## src/rtl/pec_pkg.sv

```systemverilog
package pec_pkg;

  // ****************************************************************
  // special-function register addresses
  // ****************************************************************
  localparam logic [7:0] PEC_ADDR_PORT0 = 8'h80;
  localparam logic [7:0] PEC_ADDR_PORT1 = 8'h90;
  localparam logic [7:0] PEC_ADDR_ANALOG = 8'h92;
  localparam logic [7:0] PEC_ADDR_DIGITAL = 8'h93;
  localparam logic [7:0] PEC_ADDR_CFG0 = 8'h9b;
  localparam logic [7:0] PEC_ADDR_CFG1 = 8'h9c;
  localparam logic [7:0] PEC_ADDR_CFG2 = 8'h9d;
  localparam logic [7:0] PEC_ADDR_CFG3 = 8'h9e;
  localparam logic [7:0] PEC_ADDR_PORT2 = 8'ha0;
  localparam logic [7:0] PEC_ADDR_PORT3 = 8'hb0;

  // ****************************************************************
  // reset values
  // ****************************************************************
  localparam logic [7:0] PEC_ENABLE_RST = 8'h00;
  localparam logic [7:0] PEC_CFG_RST = 8'h00;
  localparam logic [7:0] PEC_PORT_DATA_RST = 8'hff;
  localparam logic [7:0] PEC_RDATA_RST = 8'h00;

  // ****************************************************************
  // pin positions inside the ports
  // ****************************************************************
  localparam int PEC_P0_UPPER_LSB = 4;
  localparam int PEC_P0_RX = 3;
  localparam int PEC_P0_TX = 2;
  localparam int PEC_P0_TEXT = 1;
  localparam int PEC_P0_TIN = 0;
  localparam int PEC_P1_PWM_CNT = 4;
  localparam int PEC_P2_SDI = 7;
  localparam int PEC_P2_SDO = 6;
  localparam int PEC_P2_SCK = 5;
  localparam int PEC_P2_SS = 4;
  localparam int PEC_P2_CS_TOP = 3;
  localparam int PEC_P3_SCL = 7;
  localparam int PEC_P3_SDA = 6;
  localparam int PEC_P3_T1 = 5;
  localparam int PEC_P3_CAP1 = 4;
  localparam int PEC_P3_CAP0 = 3;
  localparam int PEC_P3_T0 = 2;
  localparam int PEC_P3_RX = 1;
  localparam int PEC_P3_TX = 0;

  // ****************************************************************
  // carriers
  // ****************************************************************
  typedef struct packed {
    logic timer_two_clock_enable;
    logic watchdog_enable;
    logic multiply_acc_enable;
    logic two_wire_enable;
    logic serial_periph_enable;
    logic second_uart_diff_enable;
    logic second_uart_enable;
    logic first_uart_enable;
  } pec_dig_t;

  typedef struct packed {
    logic amplifier_enable;
    logic potentiometer_switch_enable;
    logic current_source_select;
    logic current_source_enable;
    logic ta_output_enable;
    logic converter_enable;
    logic gain_amp_enable;
    logic reference_enable;
  } pec_ana_t;

  typedef struct packed {
    logic [7:0] addr;
    logic wr;
    logic rd;
    logic [7:0] wdata;
  } pec_sfr_req_t;

  // signals the peripherals hand to the pin logic
  typedef struct packed {
    logic uart1_tx;
    logic uart0_tx;
    logic [3:0] pwm;
    logic spi_sdo;
    logic spi_sck;
    logic spi_sck_drive;
    logic [3:0] spi_cs;
    logic i2c_scl;
    logic i2c_scl_oe;
    logic i2c_sda;
    logic i2c_sda_oe;
    logic [7:0] compare_capture_enable;
  } pec_pout_t;

  // pin levels routed to the peripherals
  typedef struct packed {
    logic uart1_rx;
    logic timer2_ext;
    logic timer2_in;
    logic spi_sdi;
    logic spi_sck;
    logic spi_ss;
    logic timer1_in;
    logic capture1_in;
    logic capture0_in;
    logic timer0_in;
    logic uart0_rx;
    logic i2c_scl;
    logic i2c_sda;
  } pec_pin_t;

  localparam pec_pin_t PEC_PIN_IDLE = '1;

  typedef struct packed {
    pec_dig_t dig;
    pec_ana_t ana;
    logic [3:0][7:0] cfg;
    logic [3:0][7:0] data;
    logic [3:0][7:0] pout;
    logic [3:0][7:0] poe;
    pec_pin_t pin;
    logic regs_active;
    logic [7:0] rdata;
  } pec_state_t;

endpackage

```

## src/rtl/pec_top.sv

```systemverilog
// Operation
// - digital bit 7 runs timer-two clock
// - digital bit 6 enables watchdog
// - digital bit 5 enables multiply-accumulate unit
// - digital bit 4 enables and clocks two-wire
// - digital bit 3 enables serial peripheral interface
// - bits 2,1,0: differential, second, first uart
// - analog blocks powered down after reset
// - analog bits power their analog blocks
// - analog bit 5 stored and forwarded
// - analog registers active when any analog bit
// - all pins inputs after reset
// - output pin carries active peripheral output
// - two-wire pins set direction themselves
// - port 0 upper configuration bits only select the read source
// - port 0 bit 3 feeds second uart receive
// - port 0 bit 2 drives second uart transmit
// - port 0 bits 1,0 feed timer two
// - port 1 low bits carry pwm outputs
// - port 2 upper bits serve serial interface
// - port 2 low bits drive chip selects
// - port 3 bits 7,6 carry two-wire lines
// - port 3 bits 5,4 feed timer, capture
// - port 3 low bits capture, timer, uart
// - outputs show port data, reads show latch on output bits, pins on input bits
// - port 1 low outputs need timer clock, idle compare
`timescale 1ns/1ps
`default_nettype none

module pec_top (
  input wire logic clk_sys,
  input wire logic rst_n,
  input wire pec_pkg::pec_sfr_req_t sfr_req,
  output logic [7:0] sfr_rdata,
  input wire pec_pkg::pec_pout_t periph_out,
  output pec_pkg::pec_pin_t periph_in,
  output pec_pkg::pec_dig_t digital_power_enable,
  output pec_pkg::pec_ana_t analog_power_enable,
  output logic analog_regs_active,
  input wire logic [3:0][7:0] pin_in,
  output logic [3:0][7:0] pin_out,
  output logic [3:0][7:0] pin_oe
);

  // ****************************************************************
  // state
  // ****************************************************************
  localparam pec_pkg::pec_state_t RST_STATE = '{
    dig: pec_pkg::PEC_ENABLE_RST,
    ana: pec_pkg::PEC_ENABLE_RST,
    cfg: {4{pec_pkg::PEC_CFG_RST}},
    data: {4{pec_pkg::PEC_PORT_DATA_RST}},
    pout: {4{pec_pkg::PEC_PORT_DATA_RST}},
    poe: {4{pec_pkg::PEC_CFG_RST}},
    pin: pec_pkg::PEC_PIN_IDLE,
    regs_active: 1'b0,
    rdata: pec_pkg::PEC_RDATA_RST
  };

  pec_pkg::pec_state_t st_ff;
  pec_pkg::pec_state_t nxt_st;
  logic [3:0][7:0] out_v;
  logic [3:0][7:0] oe_v;
  logic [7:0] rd_port;

  always_comb begin
    nxt_st = st_ff;
    out_v = st_ff.data;
    oe_v = st_ff.cfg;
    rd_port = pec_pkg::PEC_RDATA_RST;

    // register writes
    if (sfr_req.wr) begin
      unique case (sfr_req.addr)
        pec_pkg::PEC_ADDR_DIGITAL: nxt_st.dig = sfr_req.wdata;
        pec_pkg::PEC_ADDR_ANALOG: nxt_st.ana = sfr_req.wdata;
        pec_pkg::PEC_ADDR_CFG0: nxt_st.cfg[0] = sfr_req.wdata;
        pec_pkg::PEC_ADDR_CFG1: nxt_st.cfg[1] = sfr_req.wdata;
        pec_pkg::PEC_ADDR_CFG2: nxt_st.cfg[2] = sfr_req.wdata;
        pec_pkg::PEC_ADDR_CFG3: nxt_st.cfg[3] = sfr_req.wdata;
        pec_pkg::PEC_ADDR_PORT0: nxt_st.data[0] = sfr_req.wdata;
        pec_pkg::PEC_ADDR_PORT1: nxt_st.data[1] = sfr_req.wdata;
        pec_pkg::PEC_ADDR_PORT2: nxt_st.data[2] = sfr_req.wdata;
        pec_pkg::PEC_ADDR_PORT3: nxt_st.data[3] = sfr_req.wdata;
        default: begin
        end
      endcase
    end

    // ****************************************************************
    // register reads, one cycle after the strobe
    // ****************************************************************
    nxt_st.rdata = pec_pkg::PEC_RDATA_RST;
    if (sfr_req.rd) begin
      unique case (sfr_req.addr)
        pec_pkg::PEC_ADDR_DIGITAL: nxt_st.rdata = st_ff.dig;
        pec_pkg::PEC_ADDR_ANALOG: nxt_st.rdata = st_ff.ana;
        pec_pkg::PEC_ADDR_CFG0: nxt_st.rdata = st_ff.cfg[0];
        pec_pkg::PEC_ADDR_CFG1: nxt_st.rdata = st_ff.cfg[1];
        pec_pkg::PEC_ADDR_CFG2: nxt_st.rdata = st_ff.cfg[2];
        pec_pkg::PEC_ADDR_CFG3: nxt_st.rdata = st_ff.cfg[3];
        pec_pkg::PEC_ADDR_PORT0: begin
          // outputs return the latch, inputs the pin level
          rd_port = (st_ff.cfg[0] & st_ff.data[0])
                  | (~st_ff.cfg[0] & pin_in[0]);
          nxt_st.rdata = rd_port;
        end
        pec_pkg::PEC_ADDR_PORT1: begin
          rd_port = (st_ff.cfg[1] & st_ff.data[1])
                  | (~st_ff.cfg[1] & pin_in[1]);
          nxt_st.rdata = rd_port;
        end
        pec_pkg::PEC_ADDR_PORT2: begin
          rd_port = (st_ff.cfg[2] & st_ff.data[2])
                  | (~st_ff.cfg[2] & pin_in[2]);
          nxt_st.rdata = rd_port;
        end
        pec_pkg::PEC_ADDR_PORT3: begin
          rd_port = (st_ff.cfg[3] & st_ff.data[3])
                  | (~st_ff.cfg[3] & pin_in[3]);
          nxt_st.rdata = rd_port;
        end
        default: nxt_st.rdata = pec_pkg::PEC_RDATA_RST;
      endcase
    end

    nxt_st.regs_active = |st_ff.ana;

    // ****************************************************************
    // port 0
    // ****************************************************************
    // upper bits stay stored but reach no pin
    for (int b = pec_pkg::PEC_P0_UPPER_LSB; b < 8; b++) begin
      oe_v[0][b] = 1'b0;
      out_v[0][b] = 1'b0;
    end
    if (st_ff.dig.second_uart_enable && st_ff.cfg[0][pec_pkg::PEC_P0_TX])
      out_v[0][pec_pkg::PEC_P0_TX] = periph_out.uart1_tx;

    // ****************************************************************
    // port 1: pwm channels share the low nibble
    // ****************************************************************
    for (int c = 0; c < pec_pkg::PEC_P1_PWM_CNT; c++) begin
      // no timer clock, no driver at all on these pins
      oe_v[1][c] = st_ff.cfg[1][c]
                 & st_ff.dig.timer_two_clock_enable;
      if (|periph_out.compare_capture_enable[2*c +: 2])
        out_v[1][c] = periph_out.pwm[c];
    end

    // ****************************************************************
    // port 2: serial peripheral interface
    // ****************************************************************
    if (st_ff.dig.serial_periph_enable) begin
      if (st_ff.cfg[2][pec_pkg::PEC_P2_SDO])
        out_v[2][pec_pkg::PEC_P2_SDO] = periph_out.spi_sdo;
      // clock only driven while the interface runs as master
      if (st_ff.cfg[2][pec_pkg::PEC_P2_SCK] && periph_out.spi_sck_drive)
        out_v[2][pec_pkg::PEC_P2_SCK] = periph_out.spi_sck;
      for (int s = 0; s < 4; s++) begin
        if (st_ff.cfg[2][pec_pkg::PEC_P2_CS_TOP - s])
          out_v[2][pec_pkg::PEC_P2_CS_TOP - s] =
            periph_out.spi_cs[s];
      end
    end

    // ****************************************************************
    // port 3: two-wire lines and first uart
    // ****************************************************************
    if (st_ff.dig.two_wire_enable) begin
      if (st_ff.cfg[3][pec_pkg::PEC_P3_SCL]) begin
        oe_v[3][pec_pkg::PEC_P3_SCL] = periph_out.i2c_scl_oe;
        out_v[3][pec_pkg::PEC_P3_SCL] = periph_out.i2c_scl;
      end
      if (st_ff.cfg[3][pec_pkg::PEC_P3_SDA]) begin
        oe_v[3][pec_pkg::PEC_P3_SDA] = periph_out.i2c_sda_oe;
        out_v[3][pec_pkg::PEC_P3_SDA] = periph_out.i2c_sda;
      end
    end
    if (st_ff.dig.first_uart_enable && st_ff.cfg[3][pec_pkg::PEC_P3_TX])
      out_v[3][pec_pkg::PEC_P3_TX] = periph_out.uart0_tx;

    nxt_st.pout = out_v;
    nxt_st.poe = oe_v;

    // ****************************************************************
    // inputs toward peripherals; idle high when not routed
    // ****************************************************************
    // a disabled peripheral sees idle, the pin stays general purpose
    nxt_st.pin = pec_pkg::PEC_PIN_IDLE;
    if (st_ff.dig.second_uart_enable && !st_ff.cfg[0][pec_pkg::PEC_P0_RX])
      nxt_st.pin.uart1_rx = pin_in[0][pec_pkg::PEC_P0_RX];
    if (st_ff.dig.timer_two_clock_enable) begin
      if (!st_ff.cfg[0][pec_pkg::PEC_P0_TEXT])
        nxt_st.pin.timer2_ext = pin_in[0][pec_pkg::PEC_P0_TEXT];
      if (!st_ff.cfg[0][pec_pkg::PEC_P0_TIN])
        nxt_st.pin.timer2_in = pin_in[0][pec_pkg::PEC_P0_TIN];
    end
    if (st_ff.dig.serial_periph_enable) begin
      if (!st_ff.cfg[2][pec_pkg::PEC_P2_SDI])
        nxt_st.pin.spi_sdi = pin_in[2][pec_pkg::PEC_P2_SDI];
      if (!st_ff.cfg[2][pec_pkg::PEC_P2_SCK])
        nxt_st.pin.spi_sck = pin_in[2][pec_pkg::PEC_P2_SCK];
      if (!st_ff.cfg[2][pec_pkg::PEC_P2_SS])
        nxt_st.pin.spi_ss = pin_in[2][pec_pkg::PEC_P2_SS];
    end
    // timers 0/1 and capture are always clocked, route on config only
    if (!st_ff.cfg[3][pec_pkg::PEC_P3_T1])
      nxt_st.pin.timer1_in = pin_in[3][pec_pkg::PEC_P3_T1];
    if (!st_ff.cfg[3][pec_pkg::PEC_P3_CAP1])
      nxt_st.pin.capture1_in = pin_in[3][pec_pkg::PEC_P3_CAP1];
    if (!st_ff.cfg[3][pec_pkg::PEC_P3_CAP0])
      nxt_st.pin.capture0_in = pin_in[3][pec_pkg::PEC_P3_CAP0];
    if (!st_ff.cfg[3][pec_pkg::PEC_P3_T0])
      nxt_st.pin.timer0_in = pin_in[3][pec_pkg::PEC_P3_T0];
    if (st_ff.dig.first_uart_enable && !st_ff.cfg[3][pec_pkg::PEC_P3_RX])
      nxt_st.pin.uart0_rx = pin_in[3][pec_pkg::PEC_P3_RX];
    // two-wire reads the bus whatever direction it drives
    if (st_ff.dig.two_wire_enable) begin
      nxt_st.pin.i2c_scl = pin_in[3][pec_pkg::PEC_P3_SCL];
      nxt_st.pin.i2c_sda = pin_in[3][pec_pkg::PEC_P3_SDA];
    end
  end

  always_ff @(posedge clk_sys) begin
    if (!rst_n) begin
      st_ff <= RST_STATE;
    end else begin
      st_ff <= nxt_st;
    end
  end

  // enable levels double as the clock gates of each peripheral
  assign digital_power_enable = st_ff.dig;
  assign analog_power_enable = st_ff.ana;
  assign analog_regs_active = st_ff.regs_active;
  assign periph_in = st_ff.pin;
  assign pin_out = st_ff.pout;
  assign pin_oe = st_ff.poe;
  assign sfr_rdata = st_ff.rdata;
endmodule

`default_nettype wire

```

## config.mk

```make
export PLATFORM = sky130hd
export DESIGN_NAME = pec_top
export DESIGN_NICKNAME = d
export VERILOG_FILES = /design/src/rtl/pec_pkg.sv /design/src/rtl/pec_top.sv
export SDC_FILE = /design/constraint.sdc
export NUM_CORES = 1
export LEC_CHECK = 0
export BUFFER_PORTS_ARGS = -buffer_cell sky130_fd_sc_hd__buf_4
export CAP_MARGIN = 15
export CORE_MARGIN = 1.5
export CORE_UTILIZATION = 45
export DETAILED_ROUTE_END_ITERATION = 10
export PLACE_DENSITY = 0.78
export SYNTH_ARGS = -nofsm -noshare
export SYNTH_HDL_FRONTEND = slang
export SYNTH_SLANG_ARGS = --single-unit
export TNS_END_PERCENT = 1
```

## constraint.sdc

```tcl
create_clock -name clk_sys -period 1.5 [get_ports clk_sys]
set_input_delay 0.15 -clock clk_sys [delete_from_list [all_inputs] [get_ports clk_sys]]
set_output_delay 0.15 -clock clk_sys [all_outputs]
set_load 0.01 [all_outputs]
```

Yosys cells after proc, flatten, opt, wreduce, memory -nomap -nowiden:

Index checks and enable logic that the tools add are counted.

* word-level logic and storage cells: 154
* register bits after elaboration: 166
* bits of input ports: 77

* mux-type cells: 37
* bitwise logic cells: 23
* equal/unequal tests: 10
* reduce and logical (&&, ||, !) cells: 35

Operators with widths (count)
* 8-bit == test (second input constant): 10
* 8-bit one-hot mux with 10 select lines: 1
* 8-bit bitwise AND: 8
* 62-bit two-way mux: 1
* 8-bit NOT: 4
* 8-bit OR: 4
* 2-bit AND reduction: 14
* 1-bit two-way mux: 27
* 2-bit OR reduction: 8
* 3-bit OR reduction: 5
* 2-bit two-way mux: 5
* 8-bit two-way mux: 1
* 8-bit OR reduction: 1
* 1-bit logical AND: 5
* 1-bit bitwise AND: 4
* 4-bit two-way mux: 1
* 3-bit two-way mux: 1
* 1-bit NOT: 3
* 1-bit logical NOT: 2

Depth between registers and ports, before layout:

* word-level depth: 6
* gate-level depth with buffers: 7
* mapped depth without buffers: 5

Worst setup path before layout:

No wires, ideal clock.

* path type: input to register
* from: input port sfr_req[13] (netlist bit)
* to: register st_ff[90] (netlist bit)
* cell stages on the path: 6
* buffers on the path: 1
* arrival: 1.492 ns
* library setup time: 0.129 ns
* required time: 1.371 ns
* path slack: -0.122 ns
* cells stage by stage: or4_4 > nor3_4 > and3b_1 > buf_6 > mux2i_1 > nand2_1

* cells in the longest elaborated chain, start to end: 2

Ends and longest elaborated chain
* start: declaration: RTL line pec_top.sv:33 `input wire pec_pkg::pec_sfr_req_t sfr_req,`
* 8-bit == test: RTL line pec_top.sv:74 `unique case (sfr_req.addr)`
* 2-bit AND reduction (no line)
* end signal: assignment: RTL line pec_top.sv:229 `st_ff <= nxt_st;`
* end: declaration: RTL line pec_top.sv:60 `pec_pkg::pec_state_t st_ff;`

Every way passes these cells.
A chain may end at the register's enable or synchronous reset.

Final worst setup path:

* from: register st_ff[125] (netlist bit)
* to: register st_ff (netlist bit sfr_rdata[7])

* cells in the longest elaborated chain, start to end: 4
* elaborated cells on any way between the ends: 5

Ends and longest elaborated chain
* 8-bit NOT: RTL line pec_top.sv:105 `| (~st_ff.cfg[0] & pin_in[0]);`
* 8-bit bitwise AND: RTL line pec_top.sv:105
* 8-bit OR: RTL line pec_top.sv:105
* 8-bit one-hot mux with 10 select lines (*): RTL line pec_top.sv:95 `unique case (sfr_req.addr)`

Every way passes the cells marked *; elsewhere a longest branch is shown, timed or not.

==> flow_metrics.py <==
metrics = {
    "status": {
        "status": "completed",
    },
    "floorplanning": {
        "die_w_um": 128,
        "start_util_pct": 46.4,
        "dieArea_mm2": 0.0165,
        "coreArea_mm2": 0.0153,
        "io_pins": 179,
        "rows": 45,
        "fp.dieH_um": 128,
    },
    "setup_path": {
        "worstSetupPathType": "flip-flop to flip-flop",
        "crit_top_cell": "a21oi_1",
        "crit_family": "compound AO/OA/AOI/OAI gates",
        "crit_slowest_cell": "a222oi_1",
        "critical_path.startpoint": "st_ff[125]",
        "startpoint_type": "flip-flop",
        "r2r_start": "st_ff[125]",
        "crit_chain": "nor2b_1, a211oi_2, a21oi_1, a222oi_1, a21oi_1",
        "cp_max_fo": 4,
        "end_kind": "flip-flop",
        "crit_buf_inv": 0,
        "critPathArrivalTime_ps": 1740,
        "max_stage_delay_ps": 400,
        "cp.required_ps": 1810,
    },
    "grt": {
        "grt_overflow": 0,
        "antenna_found_initial": 0,
        "grt_max_degree": 57,
        "grt_pass1_wl_um": 31500,
        "grt_usage_pct": 25.6,
        "grt_pass1_vias": 5681,
    },
    "pwr": {
        "intPower_mw": 7.01,
        "swShare_pct": 23.0,
        "power_switching_mw": 2.10,
        "pwr-share-comb_pct": 7.5,
        "power.share.sequential_pct": 46.6,
        "pwr-share-clk_pct": 45.8,
        "peakVddDrop_mv": 0.810,
        "leakagePower_nw": 4.13,
        "p_total_mw": 9.11,
        "power_density_mw_per_mm2": 991,
    },
    "timing": {
        "report.final.slew_viol_count": 0,
        "fin_crit_sh_pct": 96.0,
        "rsz0062_at_grt": "no",
        "fin_worst_skew_ps": 9.13,
        "hold_viol": 0,
        "fmax_mhz": 695,
        "fin_ws_ps": 60.4,
        "fin_crit_ps": 1440,
        "setup_violations": 0,
    },
    "synth": {
        "yosys_most_used_dff": "dfxtp_1",
        "async_flop_share_pct": 0,
        "ys_top_cells_by_area": "dfxtp_1, mux2i_1, buf_4",
        "seq_area_frac_synth_pct": 45.0,
        "synth.avg_cell_area_um2": 9.04,
        "synth_edf_count": 0,
        "syn_inst": 782,
        "yosys.area.top_type": "dfxtp_1",
        "syn_area_mm2": 0.00707,
        "ys_ff_latch": 159,
        "yosysWarningCount": 0,
        "synth_top_area_share_pct": 45.0,
        "netlist-cell-type-count": 54,
    },
    "route": {
        "wl_met2_um": 9920,
        "wl_met3_um": 1760,
        "dr_total_vias": 6017,
        "routedWlPerCell_um": 18.1,
        "ant_nets": 0,
        "routed.top_layer": "met4",
        "drc": 0,
        "drt_iter0_markers": 563,
        "wl_um": 20900,
        "vias_per_cell": 5.20,
        "dr.pass1.iters": 5,
        "wl_met1_um": 8750,
    },
    "clock_tree": {
        "cts.path.max_buffers": 2,
        "cts_root_buf": "clkbuf_16",
        "cts_setup_buffers": 0,
        "cts_buffers": 17,
        "h-tree-depth": 4,
        "cts_tree": "built",
        "clk_latency_ps": 440,
        "clkSinkCount": 159,
        "clk_transition_reported_paths_ps": 60,
    },
    "placement": {
        "gp_congestion": 0.945,
        "dpl_cell_area_mm2": 0.00820,
        "hpwl_um": 14800,
        "port-buffer-count": 174,
        "place_ws_ps": -315,
    },
    "finish": {
        "layout_commonest_cell": "buf_4",
        "fillerInstances": 1286,
        "layout_common_cells": "buf_4, dfxtp_1, nand2_1",
        "layout.core_utilization_pct": 60.3,
        "antennaDiodeCount": 0,
        "area_delta_synth_final_pct": 30.0,
        "drive_gt1_share_pct": 30.4,
        "layout.nets": 1012,
        "finalInstanceArea_mm2": 0.00920,
    },
    "min_path": {
        "worstHoldPathType": "input port to flip-flop",
        "min_from": "periph_out[23]",
    },
    "flow_run": {
        "maxCapViolCount": 0,
    },
}
==> area by class of cell <==
type / instances / area (um^2) / area share, %
clock buffers: 17 / 425 / 4.63
clock inverters: 14 / 143 / 1.55
inverters: 5 / 18.8 / 0.204
multi-input cells: 476 / 2930 / 31.9
flip-flops and latches: 159 / 3190 / 34.6
well taps: 211 / 264 / 2.87
repair buffers: 276 / 2230 / 24.2
==> sequential cells by signal, indices dropped and copies added, names as in the netlist <==
register              cells
pin_oe                   28
periph_in                13
st_ff                    28
pin_out                  29
sfr_rdata                 8
analog_regs_active        1
analog_power_enable       8
nxt_st                   36
digital_power_enable      8
==> metrics by stage <==
stage / hold slack (ps) / std cells / TNS [ps]
after floorplan: 252 / 785 / -1920
after global placement: 347 / 1085 / -11920
after detailed placement: 348 / 1085 / -13270
after CTS: 14.1 / 1158 / 0
after global routing: 28.9 / 1158 / 0
final: 27.6 / 1158 / 0
==> worst paths after layout <==
kind                   to  slack (ps)  depth (start not counted)
max          sfr_rdata[7]          60                          5
max reg2reg  sfr_rdata[7]          60                          5
min reg2reg   pin_out[20]         460                          1
min           pin_out[24]          30                          3
==> cells by family after synthesis <==
logic type / after synthesis / share of synthesized area [%]
multiplexers: 79 / 11.2
other: 1 / 0.0530
AO/OA/AOI/OAI: 94 / 8.23
flip-flops: 159 / 45.0
AND/OR/NAND/NOR: 299 / 21.7
buffers and inverters: 150 / 13.8
==> worst reg2reg max path, delay by kind of cell (launching register included) <==
kind             cells  cell delay, ps
flip-flops           1             390
AO/OA/AOI/OAI        4             850
AND/OR/NAND/NOR      1              80
==> power groups by stage <==
stage	clock (mW)	combinational, mW	sequential [mW]
2_1_floorplan	0	0.276	4.34
3_3_place_gp	0	0.587	4.34
3_5_place_dp	0	0.588	4.34
4_1_cts	4.23	0.676	4.25
5_1_grt	4.42	0.728	4.25
6_report	4.18	0.685	4.25
==> per-layer routing <==
metal / vias to the layer above / global-route usage (%)
met5: - / 0
met3: 38 / 6.20
li1: 2861 / -
met2: 301 / 42.6
met4: 0 / 9.72
met1: 2817 / 32.4
==> timing repair <==
action	in CTS	in global routing
endpoints found under the setup margin	1	1
hold buffers	42	0
resized for setup	1	2
gates cloned	0	0
hold endpoints to repair	29	0
==> Yosys cell counts, types with 3 or more instances <==
master	number
a211oi_1	3
a21o_1	6
a21oi_1	35
a22o_1	3
a31oi_1	4
and2_1	20
and3_1	8
buf_2	7
buf_4	101
buf_6	3
clkbuf_1	32
dfxtp_1	159
inv_1	5
mux2_2	3
mux2i_1	76
nand2_1	117
nand2b_1	19
nand3_1	53
nand3b_1	6
nor2_1	35
nor2b_1	4
nor3_1	3
nor3_4	3
nor3b_1	3
nor4_1	3
o21ai_0	21
o22ai_1	6
or3_1	9
Power figures use the tool's default switching activity.
